File: config.mk
export PLATFORM = sky130hd
export DESIGN_NAME = lhsd_host_select
export DESIGN_NICKNAME = d
export VERILOG_FILES = /design/src/lhsd_pkg.sv /design/src/lhsd_host_select.sv
export SDC_FILE = /design/constraint.sdc
export NUM_CORES = 1
export LEC_CHECK = 0
export ABC_AREA = 0
export BUFFER_PORTS_ARGS = -buffer_cell sky130_fd_sc_hd__buf_2
export CORE_ASPECT_RATIO = 1.25
export CORE_MARGIN = 4
export CORE_UTILIZATION = 53
export DETAILED_ROUTE_END_ITERATION = 7
export GPL_ROUTABILITY_DRIVEN = 0
export PLACE_DENSITY = 0.86
export SLEW_MARGIN = 20
export SYNTH_ARGS = -nofsm -noshare
export SYNTH_HDL_FRONTEND = slang
export SYNTH_SLANG_ARGS = --single-unit
File: constraint.sdc
create_clock -name i_clk -period 2.63 [get_ports i_clk]
set_input_delay 0.789 -clock i_clk [delete_from_list [all_inputs] [get_ports i_clk]]
set_output_delay 0.789 -clock i_clk [all_outputs]
set_load 0.005 [all_outputs]
File: src/lhsd_pkg.sv
// Purpose: Shared constants and carriers for the host-select and duty block
// Assumes: One 25 MHz clock, asynchronous active-low reset
// Notes: Instruction field positions follow the host instruction byte layout
package lhsd_pkg;

  localparam int unsigned CLK_HZ = 25000000;
  localparam int unsigned POR_TIME_US = 10;
  localparam int unsigned POR_CYCLES = (POR_TIME_US * (CLK_HZ / 1000000));
  localparam int unsigned POR_W = 9;

  // Instruction opcode detection
  localparam logic [7:0] OP_FUNC_MASK = 8'hE0;
  localparam logic [7:0] OP_FUNC_VAL = 8'h20;
  localparam logic [7:0] OP_EXT_MASK = 8'hF8;
  localparam logic [7:0] OP_EXT_VAL = 8'h08;
  localparam logic [7:0] OP_SHEN_MASK = 8'hF0;
  localparam logic [7:0] OP_SHEN_VAL = 8'h10;
  localparam logic [7:0] OP_BID_MASK = 8'hFE;
  localparam logic [7:0] OP_BID_VAL = 8'h06;

  // Field positions
  localparam int unsigned FS_IF_BIT = 4;
  localparam int unsigned FS_RE_BIT = 2;
  localparam int unsigned FS_DC_BIT = 1;
  localparam int unsigned FS_REV_BIT = 0;
  localparam int unsigned EX_FW_BIT = 2;
  localparam int unsigned EX_NW_BIT = 0;
  localparam int unsigned BID_BIT = 0;

  // Display geometry
  localparam logic [5:0] DUTY_2LINE = 6'h11;
  localparam logic [5:0] DUTY_4LINE = 6'h21;
  localparam logic [4:0] CHARS_WIDE = 5'h10;
  localparam logic [4:0] CHARS_NARROW = 5'h0D;
  localparam logic [6:0] ICON_MAX = 7'h50;

  // Reset values
  localparam logic RST_IF = 1'b1;
  localparam logic RST_RE = 1'b0;
  localparam logic RST_DC = 1'b0;
  localparam logic RST_REV = 1'b0;
  localparam logic RST_NW = 1'b0;
  localparam logic RST_FW = 1'b0;
  localparam logic RST_BID = 1'b0;
  localparam logic [3:0] RST_SHEN = 4'h0;

  typedef enum logic [1:0] {
    LHSD_OP_INST_WR = 2'b00,
    LHSD_OP_BUSY_RD = 2'b01,
    LHSD_OP_DATA_WR = 2'b10,
    LHSD_OP_DATA_RD = 2'b11
  } lhsd_op_t;

  typedef struct packed {
    logic four_line_select;
    logic font_width_select;
    logic eight_bit;
    logic reverse_all;
    logic seg_reverse;
    logic line_shift_mode;
    logic [3:0] line_shift_en;
  } lhsd_cfg_t;

  typedef struct packed {
    logic [5:0] duty_div;
    logic [2:0] lines;
    logic [4:0] chars_per_line;
    logic [6:0] icons;
  } lhsd_geom_t;

endpackage

File: src/lhsd_host_select.sv
// Purpose: Host port mode selection, register routing and display geometry
// Assumes: Host pins already synchronous to i_clk; serial framing decoded elsewhere
// Notes: Osc source choice is a pad matter; this logic sees one clock

//////////////////////////////////////////////////////////////////////////////
module lhsd_host_select #(
  parameter int unsigned POR_COUNT = lhsd_pkg::POR_CYCLES
) (
  input wire logic i_clk,
  input wire logic i_rst_n,
  input wire logic i_ext_reset_n,
  input wire logic i_interface_select,
  input wire logic i_par_strobe,
  input wire logic i_par_register_select,
  input wire logic i_par_read,
  input wire logic [7:0] i_par_data,
  input wire logic i_ser_strobe,
  input wire logic i_ser_register_select,
  input wire logic i_ser_read,
  input wire logic [7:0] i_ser_data,
  input wire logic i_busy,
  input wire logic [6:0] i_addr_counter,
  input wire logic [7:0] i_ram_rdata,
  output logic o_cmd_valid,
  output logic [7:0] o_cmd_data,
  output logic o_data_wr,
  output logic o_data_rd,
  output logic [7:0] o_data_hold,
  output logic [7:0] o_rd_data,
  output logic o_parallel_mode,
  output logic o_core_reset,
  output lhsd_pkg::lhsd_cfg_t o_cfg,
  output lhsd_pkg::lhsd_geom_t o_geom
);
  import lhsd_pkg::*;

  logic sel_strobe;
  logic sel_rs;
  logic sel_read;
  logic [7:0] sel_data;
  lhsd_op_t op;
  logic [POR_W-1:0] por_reg;
  logic por_active;
  logic cfg_rst;
  logic re_reg;
  lhsd_cfg_t cfg_reg;
  logic [7:0] cmd;
  logic take_cmd;

  //////////////////////////////////////////////////////////////////////////////
  // Power-on and pin reset
  always_ff @(posedge i_clk or negedge i_rst_n)
  begin
    if (!i_rst_n)
      por_reg <= '0;
    else if (por_active)
      por_reg <= por_reg + POR_W'(1);
  end

  assign por_active = (por_reg < POR_W'(POR_COUNT));
  // Pin reset held synchronous so a glitch-free release needs no extra stage
  assign cfg_rst = por_active || !i_ext_reset_n;
  assign o_core_reset = cfg_rst;

  //////////////////////////////////////////////////////////////////////////////
  // Host port selection
  always_comb
  begin
    if (i_interface_select)
    begin
      sel_strobe = i_par_strobe;
      sel_rs = i_par_register_select;
      sel_read = i_par_read;
      sel_data = i_par_data;
    end
    else
    begin
      sel_strobe = i_ser_strobe;
      sel_rs = i_ser_register_select;
      sel_read = i_ser_read;
      sel_data = i_ser_data;
    end
  end

  assign o_parallel_mode = i_interface_select;
  assign op = lhsd_op_t'({sel_rs, sel_read});
  // Accesses during reset are dropped; host must wait for ready anyway
  assign take_cmd = sel_strobe && !cfg_rst && (op == LHSD_OP_INST_WR);
  assign cmd = sel_data;

  //////////////////////////////////////////////////////////////////////////////
  // Transfer routing
  always_ff @(posedge i_clk or negedge i_rst_n)
  begin
    if (!i_rst_n)
    begin
      o_cmd_valid <= 1'b0;
      o_cmd_data <= 8'h00;
      o_data_wr <= 1'b0;
      o_data_rd <= 1'b0;
      o_data_hold <= 8'h00;
      o_rd_data <= 8'h00;
    end
    else
    begin
      o_cmd_valid <= take_cmd;
      o_data_wr <= 1'b0;
      o_data_rd <= 1'b0;
      if (take_cmd)
        o_cmd_data <= cmd;
      if (sel_strobe && !cfg_rst)
      begin
        unique case (op)
          LHSD_OP_INST_WR: ;
          LHSD_OP_BUSY_RD: o_rd_data <= {i_busy, i_addr_counter};
          LHSD_OP_DATA_WR:
          begin
            o_data_hold <= sel_data;
            o_data_wr <= 1'b1;
          end
          LHSD_OP_DATA_RD:
          begin
            o_rd_data <= o_data_hold;
            o_data_rd <= 1'b1;
          end
        endcase
      end
      else if (o_data_rd)
        o_data_hold <= i_ram_rdata; // Prefetch next address after a read
    end
  end

  //////////////////////////////////////////////////////////////////////////////
  // Instruction-held configuration
  always_ff @(posedge i_clk or negedge i_rst_n)
  begin
    if (!i_rst_n)
    begin
      re_reg <= RST_RE;
      cfg_reg <= '{four_line_select: RST_NW, font_width_select: RST_FW,
                   eight_bit: RST_IF, reverse_all: RST_REV, seg_reverse: RST_BID,
                   line_shift_mode: RST_DC, line_shift_en: RST_SHEN};
    end
    else if (cfg_rst)
    begin
      re_reg <= RST_RE;
      cfg_reg <= '{four_line_select: RST_NW, font_width_select: RST_FW,
                   eight_bit: RST_IF, reverse_all: RST_REV, seg_reverse: RST_BID,
                   line_shift_mode: RST_DC, line_shift_en: RST_SHEN};
    end
    else if (take_cmd)
    begin
      if ((cmd & OP_FUNC_MASK) == OP_FUNC_VAL)
      begin
        re_reg <= cmd[FS_RE_BIT];
        cfg_reg.eight_bit <= cmd[FS_IF_BIT];
        if (!cmd[FS_RE_BIT])
        begin
          cfg_reg.line_shift_mode <= cmd[FS_DC_BIT];
          cfg_reg.reverse_all <= cmd[FS_REV_BIT];
        end
      end
      else if (re_reg && ((cmd & OP_EXT_MASK) == OP_EXT_VAL))
      begin
        cfg_reg.four_line_select <= cmd[EX_NW_BIT];
        cfg_reg.font_width_select <= cmd[EX_FW_BIT];
      end
      else if (re_reg && cfg_reg.line_shift_mode && ((cmd & OP_SHEN_MASK) == OP_SHEN_VAL))
        cfg_reg.line_shift_en <= cmd[3:0];
      else if (re_reg && ((cmd & OP_BID_MASK) == OP_BID_VAL))
        cfg_reg.seg_reverse <= cmd[BID_BIT];
    end
  end

  assign o_cfg = cfg_reg;

  //////////////////////////////////////////////////////////////////////////////
  // Geometry from line count and font width
  always_ff @(posedge i_clk or negedge i_rst_n)
  begin
    if (!i_rst_n)
      o_geom <= '{duty_div: DUTY_2LINE, lines: 3'd2, chars_per_line: CHARS_WIDE,
                  icons: ICON_MAX};
    else if (!cfg_reg.four_line_select)
      o_geom <= '{duty_div: DUTY_2LINE, lines: 3'd2, chars_per_line: CHARS_WIDE,
                  icons: ICON_MAX};
    else if (!cfg_reg.font_width_select)
      o_geom <= '{duty_div: DUTY_4LINE, lines: 3'd4, chars_per_line: CHARS_WIDE,
                  icons: ICON_MAX};
    else
      o_geom <= '{duty_div: DUTY_4LINE, lines: 3'd4, chars_per_line: CHARS_NARROW,
                  icons: ICON_MAX};
  end

  // Single clock in; osc_in or the internal oscillator is chosen at the pad

endmodule

==> summary.md <==
| Metric | Value |
|---|---|
| Outcome | `finished clean` |
| Clock Latency Late Sink | `0.30 ns` |
| GR Util met3 | `0.0520` |
| Min-delay worst type | `reg -> reg` |
| Most frequent cells in the layout | `88 x buf_2, 48 x dfrtp_1, 22 x nor2_1` |
| RSZ-0062 raised after global routing | `no` |
| PostCTS Resize Cnt | `0` |
| Most common cell after layout, fill and taps aside | `buf_2` |
| Final period util | `0.851` |
| Crit path max fanout | `6` |
| P&R area growth vs syn | `21.0%` |
| Die Area | `6180 sq um` |
| Setup crit end kind | `primary output` |
| # setup viols final | `0` |
| Syn avg cell area | `between 10 and 15 sq um` |
| Post-DP HPWL | `4.90 mm` |
| Vias in the first global route | `2023` |
| P_int | `roughly 1.3 mW` |
| Core Region | `~4800 sq um` |
| Register bit count reported by yosys | `51` |
| Worst Skew | `0.00770 ns` |
| Global-route wire length before repair | `10.1 mm` |
| Measured slew at the worst slew-check pin | `0.587 ns` |
| DRC Markers | `0` |
| CP startpoint kind | `register` |
| Wire length per cell | `16.4 um` |
| Final Util | `0.670` |
| Main synth FF type | `dfrtp_1` |
| Register area share after synthesis | `0.485` |
| Initial detailed-routing violation count | `121` |
| Clock Path Buffers | `2` |
| Clock slew at reported path FFs | `roughly 0.090 ns` |
| Min cycle time layout | `2.24 ns` |
| Gr usage total | `0.210` |
| Antenna cells | `0` |
| Crit path arrival time | `between 1 and 1.5 ns` |
| F_max | `roughly 0.45 GHz` |
| Syn Std Cell Area | `around 2600 sq um` |
| Slew margin rel. | `0.608` |
| Maximum vdd drop | `0.330 mV` |
| Sw frac | `0.228` |
| Max reg flops | `10` |
| Layout cells sized above 1 | `0.447` |
| Chip Width | `71.1 um` |
| Drt total wl | `6.23 mm` |
| Final net count | `362` |
| CTS Sinks | `51` |
| GR peak layer | `met2` |
| # fillers | `384` |
| Drt pass-1 iters | `4` |
| I/O Buffers | `88` |
| Netlist cell types | `45` |
| Clock network power share | `0.395` |
| I/O pin count | `a little over 100` |
| DRT antenna net count | `0` |
| GR Layer Usage met1 | `0.248` |
| CP required | `between 1.5 and 2 ns` |
| Part of the power in combinational logic | `0.109` |
| Reg power frac | `0.496` |
| Final setup margin | `0.392 ns` |
| Pin count of the biggest net entering global routing | `29` |
| Vias | `approximately 2000` |
| LEAKAGE | `1.65 nW` |
| Clk root buf | `clkbuf_8` |
| Final hold vios | `0` |
| M2 GR Usage | `0.365` |
| Starting Density | `0.554` |
| Fin Hold WS | `0.430 ns` |
| Crit path kind | `reg -> out` |
| H-tree lvl count | `2` |
| Post-CTS setup buffers | `0` |
| Number of synthesized flops with an enable pin | `0` |
| Global route overflow | `0` |
| CTS tree | `built` |
| Synth async-reset ratio | `1.00` |
| Setup TNS | `0 ns` |
| Die Height | `86.9 um` |
| DR vias/cell | `5.42` |
| Cts bufs inserted | `5` |
| Synth warnings | `0` |
| Hold Buf Count CTS | `0` |
| P_sw | `371 uW` |
| Antenna violations before repair | `0` |
| Max-slew violations | `0` |
| Rows | `28` |
| Synth Instances | `232` |
| Max_cap viols | `0` |
| Power Density | `510 nW/um^2` |
| Pre-CTS WS | `~0.069 ns` |
-- critical path: stages, from the launching register on --
cell and delay [ns]:
dfrtp_1 0.44, o21a_1 0.22, a21oi_2 0.16, nor2b_1 0.08, inv_2 0.12, buf_2 0.13
-- power groups by stage --
stage / Sequential, mW / Combinational [mW] / Clock [mW]
after floorplan: 0.823 / 0.0993 / 0
after global placement: 0.822 / 0.172 / 0
after detailed placement: 0.823 / 0.177 / 0
after CTS: 0.808 / 0.179 / 0.652
after global routing: 0.810 / 0.196 / 0.697
final: 0.808 / 0.178 / 0.643
-- stage by stage --
stage	total power, mW	instance area [sq um]	cells
6_report	1.63	3190	380
5_1_grt	1.70	3190	380
4_1_cts	1.64	3190	380
3_5_place_dp	1.00	3050	372
3_3_place_gp	0.995	3050	372
2_1_floorplan	0.923	2680	243
-- layer usage --
layer	wire length [um]	vias up
met5	0	-
met4	155	0
met3	464	14
met2	3240	91
met1	2370	994
li1	-	959
-- final cells by class --
cell class	count	area [sq um]	share of cell area
multi-input cells	160	1160	0.365
clock inverters	3	67.6	0.0212
flip-flops and latches	51	1280	0.401
repair buffers	97	520	0.163
well taps	60	75.1	0.0235
clock buffers	5	68.8	0.0216
inverters	4	15.0	0.00471
-- path summary, 6_finish.rpt --
kind | depth (start not counted) | slack, ns | endpoint | from
max | 5 | 0.39 | o_core_reset | por_reg[2]
min | 0 | 0.43 | por_reg[8] | por_reg[8]
max reg2reg | 6 | 0.56 | o_data_hold[7] | por_reg[3]
min reg2reg | 0 | 0.43 | por_reg[8] | por_reg[8]
max in group asynchronous | 2 | 1.64 | o_data_hold[3] | i_rst_n
min in group asynchronous | 1 | 0.45 | o_cmd_valid | i_rst_n
-- Yosys cell counts (2+ instances only) --
cell      instances  area (sq um)
buf_6             5          56.3
nor3b_2           2          25.0
xnor2_1           3          26.3
a211oi_1          3          22.5
nand2_1          16          60.1
conb_1            2          7.51
buf_2             2          10.0
nor3_1            3          15.0
nor2_1           22          82.6
mux2i_1          19           190
o31ai_1           3          22.5
dfstp_2           3          78.8
nand4_1           4          25.0
nand3_1           2          10.0
inv_1             3          11.3
buf_4            20           150
o21a_1            2          15.0
xor2_1            2          17.5
nor2_2            3          18.8
o21ai_0           6          30.0
a21oi_1          14          70.1
mux2_2           21           236
nor4_1            2          12.5
dfrtp_1          48          1200
nor4_4            2          42.5
-- cell families after synthesis --
logic type	Yosys count	share of synthesized area
adders and majority gates	1	0.00474
AOI/OAI and AO/OA	35	0.0892
xor gates and xnor gates	5	0.0166
buffers and inverters	32	0.0892
DFF	51	0.485
and+or+nand+nor	64	0.136
other	2	0.00285
muxes	42	0.176
Note: power is estimated with default switching activity, not from simulation.
